**src/pkg/pgd_pkg.sv**
```systemverilog
// constants and types for the power-good and driver mode logic
package pgd_pkg;

    localparam int CLK_HZ       = 25_000_000;
    localparam int PG_DELAY_US  = 5000;
    localparam int HOLD_US      = 20;
    localparam int PG_DELAY_CYC = (CLK_HZ / 1_000_000) * PG_DELAY_US;
    localparam int HOLD_CYC     = (CLK_HZ / 1_000_000) * HOLD_US;
    localparam int HOLD_W       = $clog2(HOLD_CYC + 1);

    localparam int AW = 4;
    localparam int DW = 32;

    localparam logic [AW-1:0] ADDR_CTRL     = 4'h0;
    localparam logic [AW-1:0] ADDR_STATUS   = 4'h4;
    localparam logic [AW-1:0] ADDR_IRQ_STAT = 4'h8;
    localparam logic [AW-1:0] ADDR_IRQ_MASK = 4'hC;

    localparam int CTRL_EN_BIT  = 0;
    localparam int CTRL_W       = 1;
    localparam logic [CTRL_W-1:0] CTRL_RST = 1'h1;

    localparam int IRQ_PG_RISE  = 0;
    localparam int IRQ_PG_FALL  = 1;
    localparam int IRQ_RAILS    = 2;
    localparam int IRQ_OFF_DONE = 3;
    localparam int IRQ_W        = 4;
    localparam logic [IRQ_W-1:0] IRQ_MASK_RST = 4'h0;

    localparam int SYNC_EN    = 0;
    localparam int SYNC_RAILS = 1;
    localparam int SYNC_PHASE3_CURRENT_SENSE_POS  = 2;
    localparam int SYNC_UPPER = 3;
    localparam int SYNC_LOWER = 4;
    localparam int SYNC_W     = 5;

    typedef enum logic [2:0] {
        ST_OFF    = 3'h0,
        ST_SSTART = 3'h1,
        ST_BOOT   = 3'h2,
        ST_DELAY  = 3'h3,
        ST_RUN    = 3'h4,
        ST_SSTOP  = 3'h5
    } pgd_state_e;

    typedef struct packed {
        logic above_upper;
        logic below_lower;
    } pgd_fb_s;

    typedef struct packed {
        logic slew_active;
        logic slew_down;
        logic skip_mode;
        logic sstart_done;
        logic sstop_done;
        logic all_phases;
    } pgd_reg_s;

endpackage : pgd_pkg

```
**src/hw/pgd_top.sv**
```systemverilog
// power-good, clock-enable, driver-skip and phase gating logic
//
// Function
// RQ1: after a transition and outside power-up or power-down, power-ok is released while feedback is in regulation.
// RQ2: power-ok is held low during startup and while the output sits at boot voltage.
// RQ3: power-ok stays low 5 ms after clock-enable falls, then follows the feedback window.
// RQ4: power-ok is forced low during soft-shutdown and in shutdown.
// RQ5: power-ok is released while slewing and for 20 us after the slew ends.
// RQ6: on a downward slew in skip mode the upper threshold is ignored until the hold ends and feedback is in regulation;
// the code ends it at hold end once feedback is not below the lower threshold.
// RQ7: driver-skip is driven high to ask the external drivers for forced-PWM.
// RQ8: with driver-skip low the external drivers run pulse-skipping.
// RQ9: driver-skip goes low when soft-shutdown completes, telling the drivers to shut down.
// RQ10: the phase-3 PWM output is three-stated when off, when its sense input is at bias, or with fewer phases.
// RQ11: the phase-2 boost switch is closed only while the phase-2 low gate is high.
// RQ12: clock-enable is forced high in shutdown and soft-start or soft-stop, otherwise it is the inverse of power-ok apart from the delay.
// RQ13: clock-enable is forced low while slewing and for 20 us after.
// RQ14: when system rails fail in operation clock-enable goes high, power-ok low, and a quarter-rate skip slew to boot is requested.
// RQ15: the 5 ms and 20 us intervals come from counters that restart on each new trigger.
`timescale 1ns/1ns

module pgd_top
    import pgd_pkg::*;
#(
    parameter int PG_DELAY_CYCLES = PG_DELAY_CYC
) (
    input  wire logic          ref_clk,
    input  wire logic          rst_n,
    input  wire logic          clk_en,
    input  wire logic [AW-1:0] bus_addr,
    input  wire logic [DW-1:0] bus_wdata,
    input  wire logic          bus_wr,
    input  wire logic          bus_rd,
    output logic      [DW-1:0] bus_rdata,
    output logic               irq_out,
    input  wire logic          enable_pin,
    input  wire logic          system_rails_good_in,
    input  wire logic          phase3_current_sense_pos,
    input  wire pgd_fb_s       feedback_sense,
    input  wire pgd_reg_s      reg_status,
    input  wire logic          phase3_pwm_in,
    input  wire logic          phase2_low_gate,
    output logic               power_ok_out,
    output logic               power_ok_oe,
    output logic               clock_enable_n_out,
    output logic               clock_enable_n_oe,
    output logic               driver_skip_ctl_out,
    output logic               phase3_pwm_out,
    output logic               phase3_pwm_oe,
    output logic               phase2_boost_sw_on,
    output logic               boot_quarter_slew_out
);

    localparam int DLY_W = $clog2(PG_DELAY_CYCLES + 1);
    localparam logic [DLY_W-1:0] DLY_LOAD = DLY_W'(PG_DELAY_CYCLES);
    localparam logic [HOLD_W-1:0] HOLD_LOAD = HOLD_W'(HOLD_CYC);

    if (PG_DELAY_CYCLES < 2) begin : g_chk
        $error("PG_DELAY_CYCLES must be at least 2");
    end

    // the hold and register fields are fixed by the package
    if (HOLD_CYC < 1) begin : g_chk_hold
        $error("HOLD_CYC must be at least 1");
    end

    if (IRQ_W > DW || CTRL_W > DW) begin : g_chk_bus
        $error("register fields wider than the data bus");
    end

    // pin inputs: two-flop synchronisers
    logic [SYNC_W-1:0] pin_raw;
    logic [SYNC_W-1:0] sync1_reg;
    logic [SYNC_W-1:0] sync2_reg;

    assign pin_raw[SYNC_EN]    = enable_pin;
    assign pin_raw[SYNC_RAILS] = system_rails_good_in;
    assign pin_raw[SYNC_PHASE3_CURRENT_SENSE_POS]  = phase3_current_sense_pos;
    assign pin_raw[SYNC_UPPER] = feedback_sense.above_upper;
    assign pin_raw[SYNC_LOWER] = feedback_sense.below_lower;

    for (genvar i = 0; i < SYNC_W; i++) begin : g_sync
        always_ff @(posedge ref_clk) begin
            if (!rst_n) begin
                sync1_reg[i] <= 1'b0;
                sync2_reg[i] <= 1'b0;
            end else if (clk_en) begin
                sync1_reg[i] <= pin_raw[i];
                sync2_reg[i] <= sync1_reg[i];
            end
        end
    end

    wire en_pin     = sync2_reg[SYNC_EN];
    wire rails_good = sync2_reg[SYNC_RAILS];
    wire phase3_current_sense_pos_bias  = sync2_reg[SYNC_PHASE3_CURRENT_SENSE_POS];
    wire fb_upper   = sync2_reg[SYNC_UPPER];
    wire fb_lower   = sync2_reg[SYNC_LOWER];

    // registers
    logic [CTRL_W-1:0] ctrl_reg;
    logic [IRQ_W-1:0]  irq_stat_reg;
    logic [IRQ_W-1:0]  irq_stat_next;
    logic [IRQ_W-1:0]  irq_mask_reg;
    logic [DW-1:0]     rdata_next;

    pgd_state_e        state_reg;
    pgd_state_e        state_next;
    logic [DLY_W-1:0]  dly_reg;
    logic [DLY_W-1:0]  dly_next;
    logic [HOLD_W-1:0] hold_reg;
    logic [HOLD_W-1:0] hold_next;
    logic              blank_reg;
    logic              blank_next;
    logic              quarter_reg;
    logic              quarter_next;

    wire sw_en = ctrl_reg[CTRL_EN_BIT];
    wire run_en = sw_en & en_pin;
    wire slewing = reg_status.slew_active;

    // states in which both open-drain pins sit at their idle side
    function automatic logic held_idle(input pgd_state_e s);
        return (s == ST_OFF) | (s == ST_SSTART) | (s == ST_SSTOP)
             | (s == ST_BOOT);
    endfunction : held_idle

    // sequencer
    always_comb begin
        state_next = state_reg;
        case (state_reg)
            ST_OFF: begin
                if (run_en)
                    state_next = ST_SSTART;
            end
            ST_SSTART: begin
                if (!run_en)
                    state_next = ST_SSTOP;
                else if (reg_status.sstart_done)
                    state_next = ST_BOOT;
            end
            ST_BOOT: begin
                if (!run_en)
                    state_next = ST_SSTOP;
                else if (rails_good)
                    state_next = ST_DELAY;
            end
            ST_DELAY: begin
                if (!run_en)
                    state_next = ST_SSTOP;
                else if (!rails_good)
                    state_next = ST_BOOT;
                else if (dly_reg == DLY_W'(1))
                    state_next = ST_RUN; // RQ3
            end
            ST_RUN: begin
                if (!run_en)
                    state_next = ST_SSTOP;
                else if (!rails_good)
                    state_next = ST_BOOT; // RQ14
            end
            ST_SSTOP: begin
                if (reg_status.sstop_done)
                    state_next = ST_OFF;
            end
            default: state_next = ST_OFF;
        endcase
    end

    // delay counter reloads on every entry to the delay state
    assign dly_next = (state_reg != ST_DELAY) ? DLY_LOAD
                    : dly_reg - DLY_W'(1); // RQ15

    // hold restarts while the slew controller runs
    wire hold_busy = slewing | (hold_reg != '0);
    assign hold_next = slewing ? HOLD_LOAD // RQ15
                     : (hold_reg != '0) ? hold_reg - HOLD_W'(1)
                     : hold_reg;

    // upper-threshold blanking for downward skip-mode slews
    wire blank_start = slewing & reg_status.slew_down
                     & reg_status.skip_mode;
    assign blank_next = blank_start
                      | (blank_reg & (hold_busy | fb_lower)); // RQ6

    // quarter-rate return to boot after a rails failure
    wire rails_lost = (state_reg == ST_RUN) & run_en & ~rails_good;
    assign quarter_next = rails_lost
                        | (quarter_reg & (state_next == ST_BOOT)); // RQ14

    wire in_window = ~fb_lower & (~fb_upper | blank_reg); // RQ6

    // rails loss pulls power-ok low before the state has moved
    wire pg_low = held_idle(state_reg) | (state_reg == ST_DELAY)
                | rails_lost; // RQ2 RQ4
    wire pg_next = ~pg_low & (hold_busy | in_window); // RQ1 RQ5

    // clock-enable is active low; the delay state keeps it asserted
    wire ck_high = held_idle(state_reg) | rails_lost; // RQ12
    wire ck_low = hold_busy | (state_reg == ST_DELAY); // RQ13
    wire ckn_next = ck_high ? 1'b1 : ck_low ? 1'b0 : ~pg_next; // RQ12

    // forced-PWM unless skip is asked or the supply is off
    wire skip_req = reg_status.skip_mode | quarter_next;
    wire driver_skip_ctl_out_next = (state_next != ST_OFF) & ~skip_req; // RQ7 RQ9

    wire p3_on = (state_reg != ST_OFF) & ~phase3_current_sense_pos_bias
               & reg_status.all_phases; // RQ10

    // interrupt events
    logic [IRQ_W-1:0] irq_ev;
    assign irq_ev[IRQ_PG_RISE]  = pg_next & ~power_ok_out;
    assign irq_ev[IRQ_PG_FALL]  = ~pg_next & power_ok_out;
    assign irq_ev[IRQ_RAILS]    = rails_lost;
    assign irq_ev[IRQ_OFF_DONE] = (state_reg == ST_SSTOP)
                                & (state_next == ST_OFF);

    // register access
    wire wr_ctrl = bus_wr & (bus_addr == ADDR_CTRL);
    wire wr_mask = bus_wr & (bus_addr == ADDR_IRQ_MASK);
    wire rd_stat = bus_rd & (bus_addr == ADDR_IRQ_STAT);

    // a new event wins over the read that clears
    assign irq_stat_next = (rd_stat ? '0 : irq_stat_reg) | irq_ev;

    wire [DW-1:0] status_word = {
        24'h0000_00, blank_reg, quarter_reg,
        clock_enable_n_out, power_ok_out, 1'b0, state_reg
    };

    always_comb begin
        rdata_next = '0;
        if (bus_rd) begin
            case (bus_addr)
                ADDR_CTRL:     rdata_next = DW'(ctrl_reg);
                ADDR_STATUS:   rdata_next = status_word;
                ADDR_IRQ_STAT: rdata_next = DW'(irq_stat_reg);
                ADDR_IRQ_MASK: rdata_next = DW'(irq_mask_reg);
                default:       rdata_next = '0;
            endcase
        end
    end

    always_ff @(posedge ref_clk) begin
        if (!rst_n) begin
            ctrl_reg     <= CTRL_RST;
            irq_mask_reg <= IRQ_MASK_RST;
            irq_stat_reg <= '0;
            bus_rdata    <= '0;
            irq_out      <= 1'b0;
        end else if (clk_en) begin
            if (wr_ctrl)
                ctrl_reg <= bus_wdata[CTRL_W-1:0];
            if (wr_mask)
                irq_mask_reg <= bus_wdata[IRQ_W-1:0];
            irq_stat_reg <= irq_stat_next;
            bus_rdata    <= rdata_next;
            irq_out      <= |(irq_stat_next & irq_mask_reg);
        end
    end

    always_ff @(posedge ref_clk) begin
        if (!rst_n) begin
            state_reg   <= ST_OFF;
            dly_reg     <= DLY_LOAD;
            hold_reg    <= '0;
            blank_reg   <= 1'b0;
            quarter_reg <= 1'b0;
        end else if (clk_en) begin
            state_reg   <= state_next;
            dly_reg     <= dly_next;
            hold_reg    <= hold_next;
            blank_reg   <= blank_next;
            quarter_reg <= quarter_next;
        end
    end

    // pins: oe high means the pin is pulled low or driven
    always_ff @(posedge ref_clk) begin
        if (!rst_n) begin
            power_ok_out          <= 1'b0;
            power_ok_oe           <= 1'b1;
            clock_enable_n_out    <= 1'b1;
            clock_enable_n_oe     <= 1'b0;
            driver_skip_ctl_out   <= 1'b0;
            phase3_pwm_out        <= 1'b0;
            phase3_pwm_oe         <= 1'b0;
            phase2_boost_sw_on    <= 1'b0;
            boot_quarter_slew_out <= 1'b0;
        end else if (clk_en) begin
            power_ok_out          <= pg_next;
            power_ok_oe           <= ~pg_next; // RQ1 RQ4
            clock_enable_n_out    <= ckn_next;
            clock_enable_n_oe     <= ~ckn_next; // RQ13
            driver_skip_ctl_out   <= driver_skip_ctl_out_next; // RQ7 RQ9
            phase3_pwm_out        <= p3_on & phase3_pwm_in;
            phase3_pwm_oe         <= p3_on; // RQ10
            phase2_boost_sw_on    <= phase2_low_gate; // RQ11
            boot_quarter_slew_out <= quarter_next; // RQ14
        end
    end

endmodule : pgd_top

```
**config.mk**
```make
export PLATFORM = sky130hd
export DESIGN_NAME = pgd_top
export DESIGN_NICKNAME = d
export VERILOG_FILES = /design/src/pkg/pgd_pkg.sv /design/src/hw/pgd_top.sv
export SDC_FILE = /design/constraint.sdc
export NUM_CORES = 1
export LEC_CHECK = 0
export BUFFER_PORTS_ARGS = -buffer_cell sky130_fd_sc_hd__buf_2
export CAP_MARGIN = 5
export CORE_MARGIN = 10
export CORE_UTILIZATION = 25
export CTS_CLUSTER_SIZE = 40
export DETAILED_ROUTE_END_ITERATION = 10
export PLACE_DENSITY = 0.43
export SYNTH_ARGS = -nofsm -noshare
export SYNTH_HDL_FRONTEND = slang
export SYNTH_SLANG_ARGS = --single-unit
```
**constraint.sdc**
```tcl
create_clock -name ref_clk -period 2.3 [get_ports ref_clk]
set_input_delay 0.46 -clock ref_clk [delete_from_list [all_inputs] [get_ports ref_clk]]
set_output_delay 0.46 -clock ref_clk [all_outputs]
set_load 0.03 [all_outputs]
```
==> impl_results.md, run 1 <==
* Status: complete, no violations
* Post-Synth XOR/XNOR Area at 0.05140
* H-tree levels at 3
* Via Count at 2740
* Number of buffers created by CTS at 9
* Largest net degree at the start of global routing at 54
* Clock share of power at 0.424
* Flop pwr share at 0.442
* Critical Path AT at 2360 ps
* Share of layout cells above drive strength 1 at 0.1822
* Max-cap violations at 0
* N_diodes at 0
* First DRT Iteration DRCs at 181
* Dpl hpwl at between 6 and 7 mm
* Sw Ratio at 0.2643
* Final Cycle Share at 0.9350
* Sequential cell area fraction in the yosys report at 0.3935
* DRC errors left at 0
* Post-Syn Area per Cell at 8.739 um^2
* Via density at 4.455
* Layout area overhead at 18.61%
* Initial antenna violation count at 0
* Critical path startpoint category: flip-flop
* Drt wl/cell at 13.62 um
* Min cycle time layout at 2151 ps
* Die width at ~140 um
* Post-synth EDFFs at 0
* Root Buffer: clkbuf_16
* Layout Cells excl Fill at 615
* Post-Synth Simple-Gate Area at 0.2478
* PD cells at 696.1 nW/um^2
* Leak at between 1.5 and 2 nW
* Switching power at roughly 0.74 mW
* PortBufs at 43
* Clk_skew at 4.713 ps
* Final Setup Violations at 0
* Synth async-reset ratio at 0
* GRT Overall Usage at 0.09087
* Int Power at roughly 2.1 mW
* Clk_lat worst skew at 320 ps
* Largest family of logic cells by synthesized area: simple AND/OR/NAND/NOR gates
* Final hold violation count at 0
* Die area at 18700 um^2
* Max FFs per register at 17
* Starting density of the core at 0.2564
* Num ports at 96
* Setup Buffers After CTS at 0
* Type of the worst setup path: reg2reg
* RSZ-0062 raised after global routing: false
* Worst min path class: in2reg
* Worst-margin pin slew at 512.0 ps
* Achievable Freq at ~460 MHz
* Combinational power share at 0.134
* Worst Path Required at 2510 ps
* Synth Warn # at 0
* CORE AREA at around 13000 um^2
* Clock sinks at 67
* CP Capture Type: flip-flop
* Clk buf depth at 2
* Post-synth cell types at 57
* Max-slew headroom at 0.6533
* Post-synthesis mux area share at 0.06314
* #FFs+latches synth at between 60 and 70
* Die Y at 136.8 um
* CTS tree: yes
* Clock-pin slew on the worst setup and hold paths at around 50 ps
* Congestion Overflow GR at 0
* Placed insts at 601
* Gp weighted congestion at 0.8260
* Nets@finish at 493
* Post-synthesis adder-cell area fraction at 0.01101
* Setup TNS at 0 ps
* Row count at 42
* Initial DRT Pass Iterations at 4
* First-pass GRT wire length at 13.72 mm
* Mapped Area at around 3400 um^2
* Main synth FF type: dfxtp_1
* Synth Instances at 390
* Compound-Gate Fraction of Synth Area at 0.1439
* Antenna Nets Post-Route at 0
* Final Max Tran Viols at 0
* Peak VDD IR at 311.3 uV
* Worst setup margin at 149.4 ps
* Placement Setup Slack at ~55 ps
* Number of global-route vias before repair at ~2700
* Crit Path Max Fanout at 4
* Drt total wl at 8.374 mm
per-layer routing:
layer,share of wire,global-route usage,vias to the layer above
li1,-,-,1396
met2,0.44,0.1370,75
met5,0,0,-
met1,0.47,0.1195,1262
met4,0.010,0.03018,0
met3,0.079,0.02896,7
power groups by stage:
stage | combinational (mW) | sequential (mW) | clock (mW)
6_report | 0.376 | 1.24 | 1.19
5_1_grt | 0.422 | 1.25 | 1.29
4_1_cts | 0.378 | 1.24 | 1.24
3_5_place_dp | 0.376 | 1.27 | 0
3_3_place_gp | 0.374 | 1.27 | 0
2_1_floorplan | 0.298 | 1.27 | 0
cell type report:
| type | count | area [um^2] |
|---|---|---|
| fill | 1439 | 9253 |
| tap | 176 | 220.2 |
| multi-input combinational | 290 | 1857 |
| timing repair buffer | 57 | 332.8 |
| clock buffer | 11 | 232.7 |
| sequential | 67 | 1341 |
| clock inverter | 3 | 17.52 |
| inverter | 11 | 41.29 |
cells in the final DEF (no fill, tap or decap), drive strengths merged, types with 2 or more instances in the layout:
cell     n
dfxtp   67
buf     57
nor2b   33
nand2   28
nor2    26
conb    24
a21oi   18
mux2i   17
o21ai   17
xnor2   13
inv     11
clkbuf  11
and2    10
a21boi  10
nand2b   8
xor2     7
nor3     7
or4      6
nand3    4
nand3b   4
nor4     4
a22oi    4
o21a     3
nor3b    3
nand4    3
o22ai    3
ha       3
o311ai   3
or4b     3
and3b    2
and3     2
or3      2
a211oi   2
mux2     2
clkinv   2
o211ai   2
o31ai    2
final timing paths:
kind                               startpoint                          endpoint  slack [ps]  cells after the start
max                   dly_reg[0]$_SDFFE_PN0P_          quarter_reg$_SDFFE_PN0P_         150                      6
min                              bus_wdata[0]             ctrl_reg$_SDFFE_PN1P_         390                      3
max reg2reg           dly_reg[0]$_SDFFE_PN0P_          quarter_reg$_SDFFE_PN0P_         150                      6
min reg2reg  driver_skip_ctl_out$_SDFFE_PN0P_  driver_skip_ctl_out$_SDFFE_PN0P_         480                      2
cell families (layout without fill, tap and decap cells):
logic type,after synthesis,in the layout
flip-flops,67,67
other,1,24
AO/OA/AOI/OAI,74,74
multiplexers,20,20
adder cells (fa/ha/maj),3,3
XOR/XNOR,20,20
AND/OR/NAND/NOR,149,149
buffers and inverters,56,82
repair_timing:
item                       4_1_cts  5_1_grt
hold endpoints to repair         0        0
setup endpoints to repair        0        1
resized for setup                0        1
hold buffers                     0        0
synthesized netlist by cell type, types with 2 or more instances:
cell type | n | area share
dfxtp_1 | 67 | 0.39
nor2b_1 | 33 | 0.061
nand2_1 | 28 | 0.031
nor2_1 | 26 | 0.029
buf_4 | 24 | 0.053
clkbuf_1 | 20 | 0.022
a21oi_1 | 18 | 0.026
mux2i_1 | 17 | 0.050
o21ai_0 | 17 | 0.025
xnor2_1 | 13 | 0.033
inv_1 | 11 | 0.012
a21boi_0 | 10 | 0.022
and2_1 | 10 | 0.018
nand2b_1 | 8 | 0.015
nor3_1 | 7 | 0.010
xor2_1 | 7 | 0.018
a22oi_1 | 4 | 0.0088
nand3_1 | 4 | 0.0059
nand3b_1 | 4 | 0.0088
nor4_1 | 4 | 0.0073
or4_4 | 4 | 0.013
ha_1 | 3 | 0.011
nand4_1 | 3 | 0.0055
nor3b_1 | 3 | 0.0066
o21a_1 | 3 | 0.0066
o22ai_1 | 3 | 0.0055
a211oi_1 | 2 | 0.0044
and3_1 | 2 | 0.0037
and3b_1 | 2 | 0.0051
mux2_2 | 2 | 0.0066
o311ai_0 | 2 | 0.0051
or3_1 | 2 | 0.0037
or4_1 | 2 | 0.0044
or4b_1 | 2 | 0.0059
critical path, cell delays in order, from the launching register on:
cell and delay [ps]:
dfxtp_1 380, ha_1 160, or4b_1 420, or4_4 560, o211ai_2 240, nor2_1 80
o221a_1 210
stage by stage:
step	hold slack [ps]	instance area (um^2)	utilization	power, mW
6_report	385.8	4043	0.3041	2.814
5_1_grt	397.1	4043	0.3041	2.965
4_1_cts	374.1	4039	0.3038	2.860
2_1_floorplan	451.4	3495	-	1.571
3_5_place_dp	456.7	3789	0.2850	1.643
3_3_place_gp	455.5	3789	0.2850	1.641
Note: power is estimated with default switching activity, not from simulation.
==> run 2: changes to the inputs <==
- CAP_MARGIN: 5 -> 20
- PLACE_DENSITY: 0.43 -> default
- PLACE_DENSITY_LB_ADDON: default -> 0.08
==> impl_results.md, run 2 (synthesis gave the netlist of run 1 again) <==
* PostCTS Resize Cnt at 0 (unchanged)
* RSZ-0062 raised after global routing: false
* Multi-input logic area at 1862 um^2 (+0.27%)
* Min cycle time layout at 2197 ps (+46.51 ps)
* Buf/Inv on CP at 1 (+1)
* Layout Cells excl Fill at 617 (+0.33%)
* Die area at 18700 um^2 (unchanged)
* Routed length on met3 at 697 um (+5.8%)
* Starting density of the core at 0.2564 (unchanged)
* Dpl hpwl at 6.439 mm (+7.0%)
* Initial antenna violation count at 0 (unchanged)
* CP Capture Type: flip-flop
* Largest net degree at the start of global routing at 52 (-3.7%)
* Max-slew headroom at 0.6078 (-0.04551)
* Clock-pin slew on the worst setup and hold paths at 60 ps (about the same)
* Setup TNS at 0 ps (unchanged)
* Gp weighted congestion at 0.7053 (-15%)
* Die width at 136.8 um (unchanged)
* Worst Path Required at 2520 ps (about the same)
* Final Setup Violations at 0 (unchanged)
* Worst min path class: in2reg
* Number of global-route vias before repair at 2801 (+5.4%)
* Clk buf depth at 2 (unchanged)
* # hold bufs at CTS at 0 (unchanged)
* Via Count at 2758 (+0.66%)
* Status: complete, no violations
* Critical Path AT at 2420 ps (+60 ps)
* R2R Path Start: dly_reg[1]$_SDFFE_PN0P_
* Clock sinks at 67 (unchanged)
* Share of layout cells above drive strength 1 at 0.1859 (+0.003709)
* Final Max Tran Viols at 0 (unchanged)
* Worst-margin pin slew at 581.0 ps (+68.99 ps)
* H-tree levels at 3 (unchanged)
* Antenna Nets Post-Route at 0 (unchanged)
* Clk_skew at 3.759 ps (-0.9535 ps)
* Fillcell total at 1444 (+0.35%)
* DR WL met2 at 4.058 mm (+9.1%)
* Worst-path cell chain: inv_1 > ha_1 > or4b_1 > or4_4 > o211ai_4 > nor2_1 > o221a_1
* First-pass GRT wire length at 14.64 mm (+6.7%)
* First DRT Iteration DRCs at 106 (-41%)
* Final hold violation count at 0 (unchanged)
* Number of buffers created by CTS at 9 (unchanged)
* Clk_lat worst skew at 330 ps (about the same)
* Worst min-delay path startpoint: bus_wdata[0]
* Slowest cell on the critical path: or4_4
* CTS tree: yes
* Critical path startpoint category: flip-flop
* Initial DRT Pass Iterations at 4 (unchanged)
* PortBufs at 43 (unchanged)
* Via density at 4.470 (+0.33%)
* Max FFs per register at 17 (unchanged)
* Setup Buffers After CTS at 0 (unchanged)
* FF+latch area at 1341 um^2 (unchanged)
* Crit Path Max Fanout at 3 (-1)
* Peak VDD IR at 440.1 uV (+41%)
* Nets@finish at 495 (+0.41%)
* Placed insts at 603 (+0.33%)
* Max-cap violations at 0 (unchanged)
* Worst Setup SP: dly_reg[1]$_SDFFE_PN0P_
* Num ports at 96 (unchanged)
* Final Cycle Share at 0.9553 (+0.02022)
* Leak at 1.559 nW (+0.77%)
* Critical Path Max Stage Delay at 570 ps (about the same)
* Reg2reg setup slack at 100 ps (-50 ps)
* Congestion Overflow GR at 0 (unchanged)
* Layout area overhead at 19.38%
* Achievable Freq at 455.1 MHz (-2.1%)
* Type of the worst setup path: reg2reg
* DRC errors left at 0 (unchanged)
* Max Used Layer: met4
* CORE AREA at 13300 um^2 (unchanged)
* GRT Overall Usage at 0.09968 (+0.008805)
* Die Y at 136.8 um (unchanged)
* PD cells at 711.4 nW/um^2 (+2.2%)
* Row count at 42 (unchanged)
* Most common cell after layout, fill and taps aside: dfxtp_1
* Drt total wl at 8.913 mm (+6.4%)
* M1 wire length at 4.059 mm (+3.9%)
* Drt wl/cell at 14.45 um (+6.1%)
* Top delay family on crit path: simple AND/OR/NAND/NOR gates
* Root Buffer: clkbuf_16
* N_diodes at 0 (unchanged)
* Most frequent cells in the layout: dfxtp_1, buf_2, nor2b_1
[run 2: changes by cell type in the layout (fill, tap and decap cells not counted)]
cell      before  now
clkinv_2       2    1
or4b_1         1    2
or4b_4         1    0
o211ai_2       1    0
buf_4         13   16
clkbuf_1       2    1
buf_12         1    0
clkbuf_8       0    2
o211ai_4       0    1
[run 2: layout make-up]
type,count,share of cell area
multi-input cells,290,0.4576
flip-flops and latches,67,0.3296
inverters,11,0.01015
clock buffers,12,0.06304
clock inverters,2,0.003075
repair buffers,59,0.08241
well taps,176,0.05412
[run 2: final timing paths]
kind,to,cells past startpoint
min reg2reg,driver_skip_ctl_out$_SDFFE_PN0P_,2
max,quarter_reg$_SDFFE_PN0P_,7
max reg2reg,quarter_reg$_SDFFE_PN0P_,7
min,ctrl_reg$_SDFFE_PN1P_,3
[run 2: per-stage QoR]
step | area [um^2] | setup WS [ps] | utilization | power, mW | hold slack, ps
global route | 4069 | 0.007550 | 0.3060 | 3.049 | 370.6
finish | 4069 | 102.9 | 0.3060 | 2.895 | 366.4
detailed placement | 3791 | 72.05 | 0.2852 | 1.647 | 465.0
global placement | 3791 | 86.47 | 0.2852 | 1.647 | 457.0
CTS | 4060 | 65.47 | 0.3054 | 2.964 | 354.5
floorplan | 3495 | 280.5 | - | 1.571 | 451.4
[run 2: tightest hold or removal path, delay by kind of cell]
| kind | cells | cell delay (ps) |
|---|---|---|
| buffers and inverters | 1 | 90 |
| muxes | 1 | 60 |
| and+or+nand+nor | 1 | 60 |
[run 2: power by group]
| part | total (mW) | switching, mW | leakage, nW | internal [mW] |
|---|---|---|---|---|
| clock | 1.27 | 0.500 | 0.131 | 0.774 |
| sequential | 1.24 | 0.0373 | 0.545 | 1.21 |
| combinational | 0.377 | 0.230 | 0.883 | 0.147 |
[run 2: layer usage]
| layer | vias up | global-route usage |
|---|---|---|
| li1 | 1398 | - |
| met1 | 1290 | 0.1218 |
| met2 | 63 | 0.1537 |
| met3 | 7 | 0.04619 |
| met4 | 0 | 0.02781 |
| met5 | - | 0 |
